File: src/pkg/rgmii_port_pkg.sv
// Constants, types and register map of the gigabit reduced-pin port block
// Overview of operation
// MAC drives transmit clock at 125/25/2.5 MHz
// Port drives receive clock at same rates; the code gives 100 MHz at gigabit, since the half period is held at one cycle
// Gigabit nibbles travel on both clock edges
// MAC holds control low until speeds match
// Speed change stretches a receive clock phase
// Control merges enable and error, error at fall
// No automatic speed adaptation, strap or register
// Strap picks gigabit or 100 at power-up
// Register overrides speed: 1000, 100 or 10
// Optional 1.5 ns delay on either clock; the code delays by one 5 ns system cycle
// Ingress delay enable resets to off
// Egress delay enable resets to on
// Strap selects this interface mode after reset
// Attached PHY should use a fixed speed
// Separate transmit and receive groups, four bits
// Half and full duplex at every speed
// At 10/100 one nibble per clock cycle
package rgmii_port_pkg;

  typedef enum logic [1:0] {
    SPD_10   = 2'h0,
    SPD_100  = 2'h1,
    SPD_1000 = 2'h2
  } speed_t;

  typedef enum logic [1:0] {
    CK_RUN     = 2'h1,
    CK_STRETCH = 2'h2
  } ckgen_t;

  // Clock rates
  localparam int unsigned SYS_CLK_KHZ    = 200000;
  localparam int unsigned SYS_PERIOD_PS  = 5000;
  localparam int unsigned REF_1000_KHZ   = 125000;
  localparam int unsigned REF_100_KHZ    = 25000;
  localparam int unsigned REF_10_KHZ     = 2500;
  localparam int unsigned CLK_DELAY_PS   = 1500;

  // Half periods round down, never below one cycle
  localparam int unsigned HALF_W = 8;
  localparam logic [7:0] HALF_1000_CYC = (SYS_CLK_KHZ / (2 * REF_1000_KHZ)
    < 1) ? 8'h01 : 8'((SYS_CLK_KHZ / (2 * REF_1000_KHZ)));
  localparam logic [7:0] HALF_100_CYC  = (SYS_CLK_KHZ / (2 * REF_100_KHZ)
    < 1) ? 8'h01 : 8'((SYS_CLK_KHZ / (2 * REF_100_KHZ)));
  localparam logic [7:0] HALF_10_CYC   = (SYS_CLK_KHZ / (2 * REF_10_KHZ)
    < 1) ? 8'h01 : 8'((SYS_CLK_KHZ / (2 * REF_10_KHZ)));
  // Minimum delay rounds up
  localparam int unsigned DELAY_CYC =
    (CLK_DELAY_PS + SYS_PERIOD_PS - 1) / SYS_PERIOD_PS;
  localparam logic [1:0] STRAP_SETTLE = 2'h3;

  // Register offsets (byte addresses)
  localparam logic [7:0] CTRL_OFS   = 8'h00;
  localparam logic [7:0] STATUS_OFS = 8'h04;
  localparam logic [7:0] TXCNT_OFS  = 8'h08;
  localparam logic [7:0] RXCNT_OFS  = 8'h0c;

  // Control fields
  localparam int unsigned CTRL_OVR_BIT   = 0;
  localparam int unsigned CTRL_SPD_LSB   = 1;
  localparam int unsigned CTRL_IGDLY_BIT = 3;
  localparam int unsigned CTRL_EGDLY_BIT = 4;
  localparam int unsigned CTRL_FDX_BIT   = 5;
  localparam logic [7:0]  CTRL_RESET     = 8'h34;

  // Status fields
  localparam int unsigned ST_SPD_LSB   = 0;
  localparam int unsigned ST_STRAP_BIT = 2;
  localparam int unsigned ST_MODE_BIT  = 3;
  localparam int unsigned ST_BUSY_BIT  = 4;
  localparam int unsigned ST_OVF_BIT   = 5;

  localparam logic [1:0] RESP_OKAY   = 2'h0;
  localparam logic [1:0] RESP_SLVERR = 2'h2;

endpackage

File: src/core/pair_buffer.sv
// Small valid/ready buffer, registered storage
`timescale 1ns/100ps
module pair_buffer #(
  parameter int unsigned WIDTH = 10,
  parameter int unsigned DEPTH = 2
) (
  // Clock and reset
  input  wire logic             sys_clk,
  input  wire logic             nrst,
  // Fill side
  input  wire logic [WIDTH-1:0] in_data,
  input  wire logic             in_valid,
  output logic                  in_ready,
  // Drain side
  output logic      [WIDTH-1:0] out_data,
  output logic                  out_valid,
  input  wire logic             out_ready
);
  localparam int unsigned PW = (DEPTH > 1) ? $clog2(DEPTH) : 1;
  localparam int unsigned CW = $clog2(DEPTH + 1);

  logic [WIDTH-1:0] mem_r [DEPTH];
  logic [PW-1:0]    wr_ptr_r;
  logic [PW-1:0]    rd_ptr_r;
  logic [CW-1:0]    count_r;
  logic             push;
  logic             pop;

  assign in_ready  = (count_r != CW'(DEPTH));
  assign out_valid = (count_r != '0);
  assign out_data  = mem_r[rd_ptr_r];
  assign push      = in_valid & in_ready;
  assign pop       = out_valid & out_ready;

  always_ff @(posedge sys_clk or negedge nrst) begin
    if (!nrst) begin
      for (int i = 0; i < DEPTH; i++) begin
        mem_r[i] <= '0;
      end
    end else if (push) begin
      mem_r[wr_ptr_r] <= in_data;
    end
  end

  always_ff @(posedge sys_clk or negedge nrst) begin
    if (!nrst) begin
      wr_ptr_r <= '0;
      rd_ptr_r <= '0;
      count_r  <= '0;
    end else begin
      if (push) begin
        wr_ptr_r <= (wr_ptr_r == PW'(DEPTH - 1)) ? '0 : wr_ptr_r + 1'b1;
      end
      if (pop) begin
        rd_ptr_r <= (rd_ptr_r == PW'(DEPTH - 1)) ? '0 : rd_ptr_r + 1'b1;
      end
      count_r <= count_r + CW'(push) - CW'(pop);
    end
  end
endmodule

File: src/core/rgmii_port_interface.sv
// Gigabit reduced-pin port, PHY side, with AXI4-Lite control
`timescale 1ns/100ps
module rgmii_port_interface
  import rgmii_port_pkg::*;
#(
  parameter int unsigned BUF_DEPTH = 2
) (
  // System
  input  wire logic        sys_clk,
  input  wire logic        nrst,
  // Straps
  input  wire logic        mode_strap,
  input  wire logic        speed_strap,
  // Link transmit group, from MAC
  input  wire logic        tx_ref_clk_in,
  input  wire logic [3:0]  tx_nibble_in,
  input  wire logic        tx_control_in,
  // Link receive group, to MAC
  output logic             rx_ref_clk_out,
  output logic      [3:0]  rx_nibble_out,
  output logic             rx_control_out,
  // Received-from-MAC byte stream
  output logic      [7:0]  tx_byte,
  output logic             tx_byte_err,
  output logic             tx_byte_sof,
  output logic             tx_byte_valid,
  input  wire logic        tx_byte_ready,
  // Byte stream to send to MAC
  input  wire logic [7:0]  rx_byte,
  input  wire logic        rx_byte_err,
  input  wire logic        rx_byte_valid,
  output logic             rx_byte_ready,
  // AXI4-Lite slave
  input  wire logic [7:0]  s_axi_awaddr,
  input  wire logic        s_axi_awvalid,
  output logic             s_axi_awready,
  input  wire logic [31:0] s_axi_wdata,
  input  wire logic [3:0]  s_axi_wstrb,
  input  wire logic        s_axi_wvalid,
  output logic             s_axi_wready,
  output logic      [1:0]  s_axi_bresp,
  output logic             s_axi_bvalid,
  input  wire logic        s_axi_bready,
  input  wire logic [7:0]  s_axi_araddr,
  input  wire logic        s_axi_arvalid,
  output logic             s_axi_arready,
  output logic      [31:0] s_axi_rdata,
  output logic      [1:0]  s_axi_rresp,
  output logic             s_axi_rvalid,
  input  wire logic        s_axi_rready
);

  // Pin synchronisers, transmit group kept apart
  logic [5:0] pin_s1_r;
  logic [5:0] pin_s2_r;
  logic [1:0] strap_s1_r;
  logic [1:0] strap_s2_r;

  always_ff @(posedge sys_clk or negedge nrst) begin
    if (!nrst) begin
      pin_s1_r   <= '0;
      pin_s2_r   <= '0;
      strap_s1_r <= '0;
      strap_s2_r <= '0;
    end else begin
      pin_s1_r   <= {tx_ref_clk_in, tx_control_in, tx_nibble_in};
      pin_s2_r   <= pin_s1_r;
      strap_s1_r <= {mode_strap, speed_strap};
      strap_s2_r <= strap_s1_r;
    end
  end

  // Straps caught once after reset release
  logic [1:0] strap_cnt_r;
  logic       strap_done_r;
  logic       mode_on_r;
  logic       strap_gig_r;

  always_ff @(posedge sys_clk or negedge nrst) begin
    if (!nrst) begin
      strap_cnt_r  <= '0;
      strap_done_r <= 1'b0;
      mode_on_r    <= 1'b0;
      strap_gig_r  <= 1'b0;
    end else if (!strap_done_r) begin
      strap_cnt_r <= strap_cnt_r + 2'h1;
      if (strap_cnt_r == STRAP_SETTLE) begin
        strap_done_r <= 1'b1;
        mode_on_r    <= strap_s2_r[1];
        strap_gig_r  <= strap_s2_r[0];
      end
    end
  end

  // Registers
  logic [7:0]  ctrl_r;
  logic        ovf_r;
  logic [31:0] tx_cnt_r;
  logic [31:0] rx_cnt_r;
  logic        run_en;
  speed_t      cur_speed_r;
  speed_t      target;
  ckgen_t      ck_state_r;

  assign run_en = strap_done_r & mode_on_r;
  // Speed only from strap or software, never from the line
  always_comb begin
    if (ctrl_r[CTRL_OVR_BIT]) begin
      case (ctrl_r[CTRL_SPD_LSB +: 2])
        2'h0:    target = SPD_10;
        2'h1:    target = SPD_100;
        default: target = SPD_1000;
      endcase
    end else begin
      // Live strap until caught, so power-up starts without a stretch
      target = (strap_done_r ? strap_gig_r : strap_s2_r[0]) ?
               SPD_1000 : SPD_100;
    end
  end

  // Ingress delay line on the sampled transmit clock
  logic [DELAY_CYC-1:0] ig_dly_r;
  logic               tx_clk_use;
  logic               tx_clk_prev_r;
  logic               tx_rise;
  logic               tx_fall;

  always_ff @(posedge sys_clk or negedge nrst) begin
    if (!nrst) begin
      ig_dly_r <= '0;
    end else begin
      ig_dly_r <= DELAY_CYC'({ig_dly_r, pin_s2_r[5]});
    end
  end
  assign tx_clk_use = ctrl_r[CTRL_IGDLY_BIT] ? ig_dly_r[DELAY_CYC-1]
                                             : pin_s2_r[5];
  assign tx_rise    = run_en & tx_clk_use & ~tx_clk_prev_r;
  assign tx_fall    = run_en & ~tx_clk_use & tx_clk_prev_r;

  // Transmit capture and byte assembly
  logic [3:0] nib_a_r;
  logic       en_a_r;
  logic [3:0] lo_r;
  logic       err_acc_r;
  logic       half_r;
  logic       in_frame_r;
  logic       tx_push;
  logic [9:0] tx_word;
  logic       tx_buf_ready;
  logic       fall_err;

  // Control at the falling edge is enable xor error
  assign fall_err = pin_s2_r[4] ^ en_a_r;
  assign tx_push  = tx_fall & en_a_r &
                    ((cur_speed_r == SPD_1000) | half_r);

  always_ff @(posedge sys_clk or negedge nrst) begin
    if (!nrst) begin
      tx_clk_prev_r <= 1'b0;
      nib_a_r       <= '0;
      en_a_r        <= 1'b0;
      lo_r          <= '0;
      err_acc_r     <= 1'b0;
      half_r        <= 1'b0;
      in_frame_r    <= 1'b0;
      tx_word       <= '0;
    end else begin
      tx_clk_prev_r <= tx_clk_use;
      if (tx_rise) begin
        nib_a_r <= pin_s2_r[3:0];
        en_a_r  <= pin_s2_r[4];
      end
      if (tx_fall) begin
        if (!en_a_r) begin
          half_r     <= 1'b0;
          in_frame_r <= 1'b0;
        end else if (cur_speed_r == SPD_1000) begin
          // Low nibble at the rise, high nibble at the fall
          tx_word    <= {~in_frame_r, fall_err, pin_s2_r[3:0], nib_a_r};
          in_frame_r <= 1'b1;
        end else if (!half_r) begin
          // One nibble per cycle, taken at the rise
          lo_r      <= nib_a_r;
          err_acc_r <= fall_err;
          half_r    <= 1'b1;
        end else begin
          tx_word    <= {~in_frame_r, err_acc_r | fall_err, nib_a_r, lo_r};
          half_r     <= 1'b0;
          in_frame_r <= 1'b1;
        end
      end
    end
  end

  // The word lands one cycle after tx_push
  logic tx_push_d_r;
  always_ff @(posedge sys_clk or negedge nrst) begin
    if (!nrst) begin
      tx_push_d_r <= 1'b0;
    end else begin
      tx_push_d_r <= tx_push;
    end
  end

  // The MAC cannot be stalled; a full buffer drops the byte and flags it
  pair_buffer #(.WIDTH(10), .DEPTH(BUF_DEPTH)) u_tx_buf (
    .sys_clk   (sys_clk),
    .nrst      (nrst),
    .in_data   (tx_word),
    .in_valid  (tx_push_d_r),
    .in_ready  (tx_buf_ready),
    .out_data  ({tx_byte_sof, tx_byte_err, tx_byte}),
    .out_valid (tx_byte_valid),
    .out_ready (tx_byte_ready)
  );

  // Receive clock generator
  logic [HALF_W-1:0] ck_cnt_r;
  logic              rxc_r;
  logic              toggle;
  logic              rx_rise;
  logic              rx_fall;

  function automatic logic [HALF_W-1:0] half_of(input speed_t s);
    case (s)
      SPD_1000: half_of = HALF_1000_CYC;
      SPD_100:  half_of = HALF_100_CYC;
      default:  half_of = HALF_10_CYC;
    endcase
  endfunction

  assign toggle  = run_en & (ck_cnt_r == '0) &
                   ((ck_state_r == CK_STRETCH) | (target == cur_speed_r));
  assign rx_rise = toggle & ~rxc_r;
  assign rx_fall = toggle & rxc_r;

  always_ff @(posedge sys_clk or negedge nrst) begin
    if (!nrst) begin
      ck_state_r  <= CK_RUN;
      ck_cnt_r    <= '0;
      rxc_r       <= 1'b0;
      cur_speed_r <= SPD_100;
    end else if (!run_en) begin
      ck_state_r  <= CK_RUN;
      ck_cnt_r    <= '0;
      rxc_r       <= 1'b0;
      cur_speed_r <= target;
    end else begin
      case (ck_state_r)
        CK_RUN: begin
          if (ck_cnt_r != '0) begin
            ck_cnt_r <= ck_cnt_r - 1'b1;
          end else if (target != cur_speed_r) begin
            // Hold the level one slowest half period extra
            ck_state_r <= CK_STRETCH;
            ck_cnt_r   <= HALF_10_CYC - 1'b1;
          end else begin
            rxc_r    <= ~rxc_r;
            ck_cnt_r <= half_of(cur_speed_r) - 1'b1;
          end
        end
        CK_STRETCH: begin
          if (ck_cnt_r != '0) begin
            ck_cnt_r <= ck_cnt_r - 1'b1;
          end else begin
            ck_state_r  <= CK_RUN;
            cur_speed_r <= target;
            rxc_r       <= ~rxc_r;
            ck_cnt_r    <= half_of(target) - 1'b1;
          end
        end
        default: begin
          ck_state_r <= CK_RUN;
          ck_cnt_r   <= '0;
        end
      endcase
    end
  end

  // Egress delay line on the driven receive clock
  logic [DELAY_CYC-1:0] eg_dly_r;
  always_ff @(posedge sys_clk or negedge nrst) begin
    if (!nrst) begin
      eg_dly_r <= '0;
    end else begin
      eg_dly_r <= DELAY_CYC'({eg_dly_r, rxc_r});
    end
  end
  assign rx_ref_clk_out = ctrl_r[CTRL_EGDLY_BIT] ? eg_dly_r[DELAY_CYC-1]
                                                 : rxc_r;

  // Receive byte buffer and nibble output
  logic [8:0] rx_head;
  logic       rx_head_valid;
  logic       rx_pop;
  logic [7:0] cur_byte_r;
  logic       cur_dv_r;
  logic       cur_er_r;
  logic       rx_half_r;

  pair_buffer #(.WIDTH(9), .DEPTH(BUF_DEPTH)) u_rx_buf (
    .sys_clk   (sys_clk),
    .nrst      (nrst),
    .in_data   ({rx_byte_err, rx_byte}),
    .in_valid  (rx_byte_valid),
    .in_ready  (rx_byte_ready),
    .out_data  (rx_head),
    .out_valid (rx_head_valid),
    .out_ready (rx_pop)
  );

  assign rx_pop = rx_rise & rx_head_valid &
                  ((cur_speed_r == SPD_1000) | ~rx_half_r);

  always_ff @(posedge sys_clk or negedge nrst) begin
    if (!nrst) begin
      cur_byte_r     <= '0;
      cur_dv_r       <= 1'b0;
      cur_er_r       <= 1'b0;
      rx_half_r      <= 1'b0;
      rx_nibble_out  <= '0;
      rx_control_out <= 1'b0;
    end else if (!run_en) begin
      rx_half_r      <= 1'b0;
      cur_dv_r       <= 1'b0;
      rx_nibble_out  <= '0;
      rx_control_out <= 1'b0;
    end else if (rx_rise) begin
      if ((cur_speed_r != SPD_1000) && rx_half_r) begin
        // Second nibble of a slow byte
        rx_nibble_out  <= cur_byte_r[7:4];
        rx_control_out <= cur_dv_r;
        rx_half_r      <= 1'b0;
      end else begin
        cur_byte_r     <= rx_head[7:0];
        cur_dv_r       <= rx_head_valid;
        cur_er_r       <= rx_head[8];
        rx_nibble_out  <= rx_head_valid ? rx_head[3:0] : 4'h0;
        rx_control_out <= rx_head_valid;
        rx_half_r      <= rx_head_valid & (cur_speed_r != SPD_1000);
      end
    end else if (rx_fall) begin
      if (cur_speed_r == SPD_1000) begin
        rx_nibble_out <= cur_byte_r[7:4];
      end
      rx_control_out <= cur_dv_r & ~cur_er_r;
    end
  end

  // AXI4-Lite write path
  logic       aw_have_r;
  logic       w_have_r;
  logic [7:0] aw_addr_r;
  logic [31:0] w_data_r;
  logic [3:0] w_strb_r;
  logic       do_write;
  logic       wr_ctrl;
  logic       wr_stat;

  // No new write is taken while its response is still pending
  assign s_axi_awready = ~aw_have_r & ~s_axi_bvalid;
  assign s_axi_wready  = ~w_have_r & ~s_axi_bvalid;
  assign do_write      = aw_have_r & w_have_r & ~s_axi_bvalid;
  assign wr_ctrl       = do_write & (aw_addr_r == CTRL_OFS) & w_strb_r[0];
  assign wr_stat       = do_write & (aw_addr_r == STATUS_OFS) & w_strb_r[0];

  always_ff @(posedge sys_clk or negedge nrst) begin
    if (!nrst) begin
      aw_have_r    <= 1'b0;
      w_have_r     <= 1'b0;
      aw_addr_r    <= '0;
      w_data_r     <= '0;
      w_strb_r     <= '0;
      s_axi_bvalid <= 1'b0;
      s_axi_bresp  <= RESP_OKAY;
    end else begin
      if (s_axi_awvalid && s_axi_awready) begin
        aw_have_r <= 1'b1;
        aw_addr_r <= {s_axi_awaddr[7:2], 2'h0};
      end
      if (s_axi_wvalid && s_axi_wready) begin
        w_have_r <= 1'b1;
        w_data_r <= s_axi_wdata;
        w_strb_r <= s_axi_wstrb;
      end
      if (do_write) begin
        aw_have_r    <= 1'b0;
        w_have_r     <= 1'b0;
        s_axi_bvalid <= 1'b1;
        s_axi_bresp  <= (aw_addr_r > RXCNT_OFS) ? RESP_SLVERR : RESP_OKAY;
      end else if (s_axi_bready) begin
        s_axi_bvalid <= 1'b0;
      end
    end
  end

  // Control register; duplex bit is kept for software
  always_ff @(posedge sys_clk or negedge nrst) begin
    if (!nrst) begin
      ctrl_r <= CTRL_RESET; // see R11
    end else if (wr_ctrl) begin
      ctrl_r <= {2'h0, w_data_r[5:0]};
    end
  end

  // Overflow is sticky; a new drop beats a clearing write
  always_ff @(posedge sys_clk or negedge nrst) begin
    if (!nrst) begin
      ovf_r    <= 1'b0;
      tx_cnt_r <= '0;
      rx_cnt_r <= '0;
    end else begin
      if (tx_push_d_r && !tx_buf_ready) begin
        ovf_r <= 1'b1;
      end else if (wr_stat && w_data_r[ST_OVF_BIT]) begin
        ovf_r <= 1'b0;
      end
      if (tx_push_d_r && tx_buf_ready) begin
        tx_cnt_r <= tx_cnt_r + 32'h1;
      end
      if (rx_pop) begin
        rx_cnt_r <= rx_cnt_r + 32'h1;
      end
    end
  end

  // AXI4-Lite read path
  logic [31:0] rd_mux;
  logic        rd_hit;
  always_comb begin
    rd_mux = '0;
    rd_hit = 1'b1;
    case ({s_axi_araddr[7:2], 2'h0})
      CTRL_OFS:   rd_mux = {24'h0, ctrl_r};
      STATUS_OFS: rd_mux = {26'h0, ovf_r, ck_state_r == CK_STRETCH,
                            mode_on_r, strap_gig_r, cur_speed_r};
      TXCNT_OFS:  rd_mux = tx_cnt_r;
      RXCNT_OFS:  rd_mux = rx_cnt_r;
      default:    rd_hit = 1'b0;
    endcase
  end

  assign s_axi_arready = ~s_axi_rvalid;

  always_ff @(posedge sys_clk or negedge nrst) begin
    if (!nrst) begin
      s_axi_rvalid <= 1'b0;
      s_axi_rdata  <= '0;
      s_axi_rresp  <= RESP_OKAY;
    end else if (s_axi_arvalid && !s_axi_rvalid) begin
      s_axi_rvalid <= 1'b1;
      s_axi_rdata  <= rd_mux;
      s_axi_rresp  <= rd_hit ? RESP_OKAY : RESP_SLVERR;
    end else if (s_axi_rready) begin
      s_axi_rvalid <= 1'b0;
    end
  end

endmodule

File: config.mk
export PLATFORM = sky130hd
export DESIGN_NAME = rgmii_port_interface
export DESIGN_NICKNAME = d
export VERILOG_FILES = /design/src/pkg/rgmii_port_pkg.sv /design/src/core/pair_buffer.sv /design/src/core/rgmii_port_interface.sv
export SDC_FILE = /design/constraint.sdc
export NUM_CORES = 1
export LEC_CHECK = 0
export BUFFER_PORTS_ARGS = -buffer_cell sky130_fd_sc_hd__buf_4
export CORE_MARGIN = 8
export CORE_UTILIZATION = 42
export DETAILED_ROUTE_END_ITERATION = 10
export HOLD_SLACK_MARGIN = 0.12
export PLACE_DENSITY = 0.58
export SETUP_SLACK_MARGIN = 0.1
export SLEW_MARGIN = 40
export SYNTH_ARGS = -nofsm -noshare
export SYNTH_HDL_FRONTEND = slang
export SYNTH_SLANG_ARGS = --single-unit
File: constraint.sdc
create_clock -name sys_clk -period 4.61 [get_ports sys_clk]
set_clock_uncertainty 0.2 [all_clocks]
set_input_delay 1.1525 -clock sys_clk [delete_from_list [all_inputs] [get_ports sys_clk]]
set_output_delay 1.1525 -clock sys_clk [all_outputs]
set_load 0.02 [all_outputs]
==> results of run 1 <==
==> power by group through the flow <==
stage / sequential [mW] / clock [mW] / combinational, mW
2_1_floorplan: 2.87 / 0 / 1.42
3_3_place_gp: 2.98 / 0 / 1.84
3_5_place_dp: 3.00 / 0 / 1.87
4_1_cts: 2.96 / 2.20 / 1.87
5_1_grt: 3.04 / 2.30 / 2.06
6_report: 2.96 / 2.14 / 1.84
==> cell families (layout without fill, tap and decap cells) <==
group	after synthesis	in the layout	share of synthesized area [%]
buffers and inverters	70	192	2.77
multiplexers	109	109	11.3
AND/OR/NAND/NOR	267	267	12.8
flip-flops	240	240	56.0
XOR/XNOR	74	74	6.04
AO/OA/AOI/OAI	150	150	9.18
adder cells (fa/ha/maj)	16	16	1.86
other	1	2	0.0349
==> worst register-to-register path: stages, from the launching register on <==
cell	delay, ns
dfstp_2	0.37
inv_1	0.14
ha_1	0.20
nor2b_1	0.13
nor4_2	0.61
nand2_1	0.41
or2_1	0.43
inv_2	0.13
ha_1	0.24
inv_1	0.05
ha_1	0.14
xnor2_1	0.13
xnor2_1	0.13
==> cell usage in the layout, fill, tap and decap left out, types with 8 or more instances in the layout <==
cell	Yosys	final
ha_1	16	16
clkbuf_16	0	28
a21oi_1	19	19
inv_1	28	28
a2bb2oi_1	8	8
buf_4	4	108
o21ai_0	52	52
nor2_1	31	29
a22oi_1	39	39
nor3_1	31	28
xor2_1	47	47
nand4_1	17	17
dfrtp_1	235	235
nor4_1	15	15
nand3_1	22	22
and2_1	9	9
mux2i_1	14	14
xnor2_1	27	27
nand2_1	91	91
clkbuf_1	28	8
mux2_2	93	93
a21o_1	8	8
==> cells in the mapped netlist (3+ instances only) <==
master	count	share of area, %
dfrtp_1	235	55
mux2_2	93	9.8
nand2_1	91	3.2
o21ai_0	52	2.4
xor2_1	47	3.8
a22oi_1	39	2.7
nor2_1	31	1.1
nor3_1	31	1.4
clkbuf_1	28	0.98
inv_1	28	0.98
xnor2_1	27	2.2
nand3_1	22	1.0
a21oi_1	19	0.89
nand4_1	17	0.99
ha_1	16	1.9
nor4_1	15	0.87
mux2i_1	14	1.3
and2_1	9	0.52
a21o_1	8	0.56
a2bb2oi_1	8	0.65
and4_1	7	0.57
nor2b_1	7	0.41
and3_1	6	0.35
nand2b_1	6	0.35
dfstp_2	5	1.2
buf_2	4	0.19
buf_4	4	0.28
o32ai_1	4	0.33
or4_1	4	0.28
a211oi_1	3	0.21
buf_1	3	0.10
nor3b_1	3	0.21
nor4_2	3	0.35
o211ai_1	3	0.21
or2_2	3	0.17
==> sequential cells by signal, summed over array words and instances, names as in the netlist, 4 cells and up <==
name,flops
pin_s2_r,6
s_axi_rdata,32
aw_addr_r,6
cur_byte_r,4
u_rx_buf.mem_r,18
nib_a_r,4
u_tx_buf.mem_r,20
rx_nibble_out,4
pin_s1_r,6
rx_cnt_r,32
w_data_r,6
ck_cnt_r,8
ctrl_r,6
tx_word,10
lo_r,4
tx_cnt_r,32
==> final timing paths <==
check                      slack [ns]                   to
max                              1.22  u_rx_buf.count_r[1]
min                              0.15          pin_s2_r[0]
max reg2reg                      1.22  u_rx_buf.count_r[1]
min reg2reg                      0.15          pin_s2_r[0]
max in group asynchronous        2.85        ck_state_r[0]
min in group asynchronous        0.30      s_axi_rdata[11]
==> layout make-up <==
cell class / instances / area, sq um
Clock buffer: 43 / 827
Clock inverter: 8 / 82.6
Fill cell: 2241 / 12400
Inverter: 29 / 109
Multi-Input combinational cell: 618 / 4450
Sequential cell: 240 / 6010
Tap cell: 330 / 413
Timing Repair Buffer: 112 / 893
==> through the flow <==
| step | instance area, sq um | cells | power, mW | utilization [%] | worst slack [ns] |
|---|---|---|---|---|---|
| finish | 12800 | 1380 | 6.94 | 50.8 | 1.22 |
| global route | 12800 | 1380 | 7.40 | 50.8 | 0.902 |
| CTS | 12700 | 1378 | 7.04 | 50.6 | 1.16 |
| detailed placement | 11800 | 1327 | 4.86 | 47.0 | 1.16 |
| global placement | 11800 | 1327 | 4.82 | 47.0 | 1.21 |
| floorplan | 10700 | 928 | 4.29 | - | 1.65 |
==> layer usage <==
metal | vias up | routed length [um]
met2 | 127 | 10700
met3 | 31 | 919
li1 | 3498 | -
met1 | 3606 | 10800
met4 | 0 | 437
met5 | - | 0
==> metrics, run 1 <==
outcome finished, final reports clean; post-synthesis cell type count a little under 60; Max H-tree Level 1; Fmax 295 MHz; drt drc 0; Hold Crit Class flop to flop; HP Start pin_s1_r[0]; Mapped Cells 927; CTS Sinks 240; initial antenna violation count 0; Area Overhead vs Synth 19.1%; area of the core about 25000 sq um; Detailed Place HPWL 15900 um; DRT Wirelength 22800 um; Peak supply drop between 0.3 and 0.4 mV; kind of end point of the critical path flop; Post-synth top flop dfrtp_1; number of cells on the critical path 12; clock buffer depth 3; crit path DAT between 3 and 4 ns; relative slew slack 48.4%; CP bufs+invs 3; Crit Path Max Fanout 11; synthesized area per cell between 10 and 15 sq um; Critical R2R Launch cur_speed_r[0]; Setup TNS 0 ns; Switching Fraction a little under a third; vias per cell roughly 5.3; Hold Buf Count CTS 0; PwrDens between 500 and 600 nW/um^2; Leak roughly 6.0 nW; Critical-path top delay cell nor4_2; maxcap violations 0; CTS resizes 0; #FFs+latches synth 240; die width between 150 and 200 um; Clk network pwr share between 30 and 40%; EDFF count, synth 0; unrepaired setup endpoints after global routing no; I/O Pins roughly 140; Final setup viols 0; GR Util met3 between 2 and 3%; met1 Track Usage GR between 20% and 30%; DR WL/cell approximately 17 um; nets@finish between 1000 and 1500; first drt pass iteration count 5; Mapped Area approximately 11000 sq um; Worst path top cell family by delay simple AND/OR/NAND/NOR gates; Starting Density between 40% and 50%; vias in the first global route between 7000 and 8000; DIE HEIGHT ~180 um; Skew-Pair Late Insertion Delay about 0.54 ns; met2 Track Usage GR ~24%; worst setup path class flop to flop; Ys Warns 0; Num CTS Buffers 28; Reg power frac approximately 43%; ANT cells 0; via count ~7300; CTS clock-pin slew for the worst setup and hold paths ~0.060 ns; routability cong. 0.784; IO buf count between 100 and 150; cells along the critical path inv_1 -> ha_1 -> nor2b_1 -> nor4_2 -> nand2_1 -> or2_1 -> inv_2 -> ha_1 -> inv_1 -> ha_1 -> xnor2_1 -> xnor2_1; largest net degree at the start of global routing between 100 and 150; critical path's largest stage delay 0.61 ns; Synth async-reset ratio 100%; gr busiest metal met2; final hold viol count 0; initial drt markers between 400 and 500; CP startpoint cur_speed_r[0]; global route total overflow 0; cell-internal power roughly 4.8 mW; Logic pwr share between 20% and 30%; Clk Tree Root Cell clkbuf_16; Psw 2.16 mW; first-pass GRT wire length 38300 um; hold depth 0; worst hold slack around 0.15 ns; layout cell share with drive strength beyond 1 about a quarter; die area 30900 sq um; min cycle time layout around 3.4 ns; Final Cycle Share between 70 and 80%; Post-CTS Setup Inserts 0; Worst-Margin Slew 0.768 ns; critical path startpoint category flop; path depth of the worst reg2reg path 12; Post-DRT Antenna Nets 0; Seq/Total Area, Yosys 56.0%; CTS tree done; WP data required slightly below 5 ns; Crit path top cell by count ha_1; GR Util All Layers 14.9%; Slew Limit Fails 0; Rows 58
No activity file was read; power rests on OpenSTA's default activity.
==> run 2: changes to the inputs <==
--- a/config.mk
+++ b/config.mk
@@ -10,7 +10,7 @@
 export CORE_UTILIZATION = 42
 export DETAILED_ROUTE_END_ITERATION = 10
 export HOLD_SLACK_MARGIN = 0.12
-export PLACE_DENSITY = 0.58
+export PLACE_DENSITY = 0.6
 export SETUP_SLACK_MARGIN = 0.1
 export SLEW_MARGIN = 40
 export SYNTH_ARGS = -nofsm -noshare
==> constraint.sdc (replaced) <==
create_clock -name sys_clk -period 3 [get_ports sys_clk]
set_clock_uncertainty 0.2 [all_clocks]
set_input_delay 0.75 -clock sys_clk [delete_from_list [all_inputs] [get_ports sys_clk]]
set_output_delay 0.75 -clock sys_clk [all_outputs]
set_load 0.02 [all_outputs]
==> run 2 against run 1 <==
  * Total power up 54%
  * Register-to-register slack worse by 0.88 ns
  * Wire length grew 1.9%
  * Sequential share of layout area down 0.68 points
  * Die area did not move
  * Combinational power rose by 59%
  * Clock-buffer cell count unchanged
  * Setup slack worse by 0.99 ns
  * Via count is 0.22% higher
  * Critical path depth decreased by 10
  * Core utilization is 0.74 points higher
  * Critical path type is now flop to output port
  * Critical endpoint is now tx_byte_sof
==> metrics, run 2 (synthesis gave the netlist of run 1 again) <==
Fillers between 2000 and 2500; r2r endpoint u_rx_buf.count_r[1]; Leak about 6 nW; Cell Count, Final, Fillers Out between 1000 and 1500; first-pass GRT wire length about 38000 um; Setup TNS 0 ns; DRT Wirelength between 20000 and 25000 um; multi-input logic area approximately 4500 sq um; ANT cells 0; path depth of the worst reg2reg path 10; min cycle time layout 2.77 ns; nets@finish ~1200; drt drc 0; Post-CTS Setup Inserts 0; Starting Density a little over two fifths; most frequent cells in the layout 235 x dfrtp_1, 127 x buf_4, 93 x mux2_2; global route total overflow 0; outcome finished, final reports clean; DR WL/cell 16.5 um; layout cell share with drive strength beyond 1 approximately a quarter; CTS clock-pin slew for the worst setup and hold paths 0.06 ns; critical path's largest stage delay 0.70 ns; relative slew slack approximately 58%; crit path DAT 1.82 ns; r2r setup slk 0.34 ns; CTS Sinks 240; die width between 150 and 200 um; Fmax ~360 MHz; biggest regs rx_cnt_r x32, s_axi_rdata x32, tx_cnt_r x32; number of cells on the critical path 2; PwrDens just over 800 nW/um^2; Worst-Margin Slew around 0.63 ns; unrepaired setup endpoints after global routing no; Final setup viols 0; Rows 58; largest net degree at the start of global routing 67; cells along the critical path mux2_2 -> buf_4; Hold Crit Class flop to flop; DIE HEIGHT roughly 180 um; vias per cell between 5 and 6; Final Cycle Share between 90% and 100%; Area Overhead vs Synth 20.8%; I/O Pins 137; GR Util All Layers ~15%; initial drt markers 430; kind of end point of the critical path output port; Critical R2R Launch strap_done_r; register area about 6000 sq um; WP data required 2.05 ns; Post-Route Utilization about half; via count between 7000 and 8000; Skew-Pair Late Insertion Delay ~0.53 ns; routability cong. between 0.8 and 0.9; Post-DRT Antenna Nets 0; CP bufs+invs 1; initial antenna violation count 0; CTS tree done; first drt pass iteration count 4; Worst path top cell family by delay flip-flops; Peak supply drop ~0.6 mV; Power, Total ~11 mW; Slew Limit Fails 0; Worst Setup EP tx_byte_sof; Critical-path top delay cell dfrtp_1; Clk Tree Root Cell clkbuf_16; final hold viol count 0; commonest non-fill, non-tap cell in the layout dfrtp_1; CP startpoint u_tx_buf.rd_ptr_r; die area about 31000 sq um; critical path startpoint category flop; worst setup path class flop to output port; clock buffer depth 3; area of the core around 25000 sq um; Max H-tree Level 1; Num CTS Buffers 27; vias in the first global route 7269; placed insts about 1300; maxcap violations 0; Detailed Place HPWL about 16000 um; IO buf count approximately 100; Crit Path Max Fanout 11
==> run 2: cell types whose count changed in the layout (fill, tap and decap cells not counted), moves of 2 or more <==
cell           change
buf_4             +19
nor2_2             -2
clkbuf_8           -2
clkbuf_1           +3
dlygate4sd3_1      +9
nor2_1             +2
==> run 2: layout make-up <==
cell class	instances	area share [%]
Clock inverter	6	0.646
Sequential cell	240	46.3
Clock buffer	43	6.06
Inverter	29	0.839
Timing Repair Buffer	140	8.62
Multi-Input combinational cell	618	34.3
Tap cell	330	3.18
==> run 2: worst min-delay path by stage <==
stage          depth (start not counted)     startpoint       endpoint
2_1_floorplan                          0    pin_s1_r[0]    pin_s2_r[0]
3_3_place_gp                           0    pin_s1_r[1]    pin_s2_r[1]
3_5_place_dp                           0    pin_s1_r[2]    pin_s2_r[2]
4_1_cts                                0    pin_s1_r[3]    pin_s2_r[3]
5_1_grt                                0  strap_s1_r[1]  strap_s2_r[1]
6_report                               0    pin_s1_r[2]    pin_s2_r[2]
==> run 2: through the flow <==
step / instance area [sq um] / worst slack [ns] / hold slack (ns)
final: 13000 / 0.230 / 0.146
after global routing: 13000 / 0.143 / 0.154
after CTS: 13000 / 0.177 / 0.148
after detailed placement: 12000 / 0.186 / 0.136
after global placement: 12000 / 0.222 / 0.132
after floorplan: 10700 / 0.202 / 0.131
==> run 2: per-layer routing <==
layer / wire length, um / share of wire (%) / GRT usage [%] / vias to the layer above
li1: - / - / - / 3560
met1: 10900 / 47 / 19.7 / 3582
met2: 11100 / 48 / 25.0 / 107
met3: 883 / 3.8 / 2.88 / 29
met4: 376 / 1.6 / 2.97 / 0
met5: 0 / 0 / 0 / -
==> run 2: where the power goes <==
part | leakage, nW | internal (mW) | switching, mW | total, mW
registers | 3.12 | 3.98 | 0.566 | 4.55
logic | 2.54 | 1.46 | 1.47 | 2.93
clock network | 0.426 | 1.96 | 1.26 | 3.22
==> run 2: timing repair <==
action / 4_1_cts / 5_1_grt
hold buffers: 9 / 0
resized for setup: 0 / 2
endpoints found under the setup margin: 0 / 4
endpoints found under the hold margin: 53 / 0
==> run 2: worst reg2reg max path, cell delays in order, from the launching register on <==
cell and delay [ns]:
dfrtp_1 0.48, mux2_4 0.35, o221ai_1 0.37, a211oi_4 0.11
or2_4 0.31, inv_2 0.09, ha_1 0.23, inv_1 0.06
ha_1 0.14, xnor2_1 0.13, xnor2_1 0.13
==> run 3: changes to the inputs <==
--- a/config.mk
+++ b/config.mk
@@ -5,12 +5,14 @@
 export SDC_FILE = /design/constraint.sdc
 export NUM_CORES = 1
 export LEC_CHECK = 0
+export ABC_AREA = 1
 export BUFFER_PORTS_ARGS = -buffer_cell sky130_fd_sc_hd__buf_4
 export CORE_MARGIN = 8
 export CORE_UTILIZATION = 42
 export DETAILED_ROUTE_END_ITERATION = 10
 export HOLD_SLACK_MARGIN = 0.12
 export PLACE_DENSITY = 0.6
+export REMOVE_ABC_BUFFERS = 1
 export SETUP_SLACK_MARGIN = 0.1
 export SLEW_MARGIN = 40
 export SYNTH_ARGS = -nofsm -noshare
==> run 3 against run 2 <==
  * Fmax up 10%
  * Clock power grew 5%
  * First-iteration DRC count up 42%
  * Largest cell class unchanged
  * Highest routed layer unchanged
==> metrics, run 3 <==
Slew Limit Fails 0; Mapped Area between 10000 and 15000 sq um; maxcap violations 0; final hold viol count 0; Final Cycle Share roughly 84%; nets@finish between 1500 and 2000; largest net degree at the start of global routing 67; CTS Sinks between 200 and 250; Mapped Cells between 1000 and 1500; synthesized area per cell roughly 8.8 sq um; I/O Pins ~140; relative slew slack approximately 60%; Psw about 3.8 mW; min cycle time layout approximately 2.5 ns; crit path DAT between 1.5 and 2 ns; post-synthesis cell type count 55; vias in the first global route between 8000 and 9000; Clk Tree Root Cell clkbuf_16; IO buf count around 100; most frequent cells in the layout 354 x nand2_1, 235 x dfrtp_1, 148 x inv_1; Detailed Place HPWL a little under 20000 um; Seq/Total Area, Yosys between 50% and 60%; biggest regs rx_cnt_r x32, s_axi_rdata x32, tx_cnt_r x32; die width 181 um; via count between 8000 and 9000; clock buffer depth 3; Clk network pwr share between 30% and 40%; Rows 60; Peak supply drop 0.528 mV; worst hold slack approximately 0.14 ns; Skew-Pair Late Insertion Delay 0.55 ns; count leader, synth nand2_1; DR WL/cell 15.0 um; Area contributors post-synth dfrtp_1 51%, nand2_1 12%, o21ai_0 5.1%; worst setup path class flop to output port; EDFF count, synth 0; r2r setup slk ~0.53 ns; Max H-tree Level 1; GR Util All Layers between 10% and 20%; drt drc 0; DRT Wirelength 26800 um; most instantiated cells after synthesis 354 x nand2_1, 235 x dfrtp_1, 148 x inv_1; CTS clock-pin slew for the worst setup and hold paths approximately 0.06 ns; r2r endpoint u_rx_buf.count_r[1]; area of the core 26900 sq um; CTS tree done; commonest non-fill, non-tap cell in the layout nand2_1; unrepaired setup endpoints after global routing no; path depth of the worst reg2reg path 12; Post-CTS Setup Inserts 0; vias per cell roughly 5.0; first drt pass iteration count 5; Num CTS Buffers 27; initial antenna violation count 0; ANT cells 0; Post-DRT Antenna Nets 0; CTS resizes 0; first-pass GRT wire length between 40000 and 50000 um; PwrDens 796 nW/um^2; Synth async-reset ratio 100%; Starting Density between 40% and 50%; initial drt markers between 600 and 700; Setup TNS 0 ns; Crit Path Max Fanout 11; global route total overflow 0; outcome finished, final reports clean; die area 32900 sq um; Critical R2R Launch ctrl_r[2]; Fillers between 2000 and 3000; Fmax approximately 400 MHz; Area Overhead vs Synth 18.9%; Leak approximately 6.6 nW; Ys Warns 0; WP data required around 2.1 ns; Switching Fraction about a third; Worst Setup EP tx_byte_err; Post-synth top flop dfrtp_1; DIE HEIGHT approximately 180 um; critical path startpoint category flop; Final setup viols 0; routability cong. between 0.8 and 0.9; #FFs+latches synth between 200 and 250; Hold Crit Class flop to flop; Worst-Margin Slew 0.600 ns; cell taking the most area after synthesis dfrtp_1; CP startpoint u_tx_buf.rd_ptr_r; Logic pwr share 28.8%; Yosys top cell area share between 50% and 60%; kind of end point of the critical path output port; Reg power frac approximately 40%; layout cell share with drive strength beyond 1 approximately 16%; cell-internal power 7.10 mW; Hold Buf Count CTS 9
==> run 3: cell count changes after synthesis, sizes merged, moves of 12 or more <==
cell	delta
nand3	+29
inv	+124
nand2	+281
o21ai	+87
xnor2	-12
mux2i	-13
a22oi	-18
nor2	+59
mux2	-89
==> run 3: area by class of cell <==
cell class | instances | area, sq um | share of cell area, %
clock inverters | 12 | 156 | 1.15
clock buffers | 38 | 757 | 5.55
inverters | 155 | 594 | 4.36
well taps | 341 | 427 | 3.13
repair buffers | 127 | 1020 | 7.48
flip-flops and latches | 240 | 6010 | 44.1
multi-input cells | 877 | 4680 | 34.3
==> run 3: through the flow <==
step,power (mW),worst slack (ns),area (sq um),util (%),instances
detailed placement,7.57,0.358,12600,47.0,1731
CTS,11.0,0.442,13600,50.8,1790
global route,11.6,0.308,13600,50.8,1790
floorplan,6.55,0.166,11300,-,1272
finish,10.9,0.490,13600,50.8,1790
global placement,7.49,0.445,12600,47.0,1731
==> run 3: how the worst min path moves through the flow <==
stage / start / end / slack, ns / cells past startpoint
2_1_floorplan: pin_s1_r[0] / pin_s2_r[0] / 0.13 / 0
3_3_place_gp: pin_s1_r[0] / pin_s2_r[0] / 0.13 / 0
3_5_place_dp: pin_s1_r[1] / pin_s2_r[1] / 0.13 / 0
4_1_cts: pin_s1_r[4] / pin_s2_r[4] / 0.13 / 0
5_1_grt: pin_s1_r[4] / pin_s2_r[4] / 0.14 / 0
6_report: pin_s1_r[4] / pin_s2_r[4] / 0.14 / 0
==> run 3: critical path: stages (launching register included) <==
cell,delay (ns)
dfrtp_1,0.37
inv_1,0.31
nand2_1,0.09
nand2_1,0.09
buf_4,0.14
==> run 3: cell families after synthesis <==
family | count (synthesis) | share of synthesized area [%]
and+or+nand+nor | 589 | 23.4
DFF | 240 | 52.4
AOI/OAI and AO/OA | 211 | 10.7
buffers and inverters | 191 | 6.85
xor gates and xnor gates | 52 | 4.10
adders and majority gates | 16 | 1.75
muxes | 7 | 0.676
other | 1 | 0.0327
==> run 3: power groups by stage <==
stage | registers (mW) | clock network (mW) | logic [mW]
2_1_floorplan | 4.36 | 0 | 2.19
3_3_place_gp | 4.40 | 0 | 3.09
3_5_place_dp | 4.41 | 0 | 3.16
4_1_cts | 4.36 | 3.46 | 3.18
5_1_grt | 4.47 | 3.58 | 3.58
6_report | 4.37 | 3.37 | 3.13
==> run 3: routing by layer <==
layer / global-route usage (%) / share of wire (%)
met5: 0 / 0
met4: 4.26 / 2.4
met3: 2.67 / 4.0
met2: 26.8 / 47
met1: 21.9 / 47
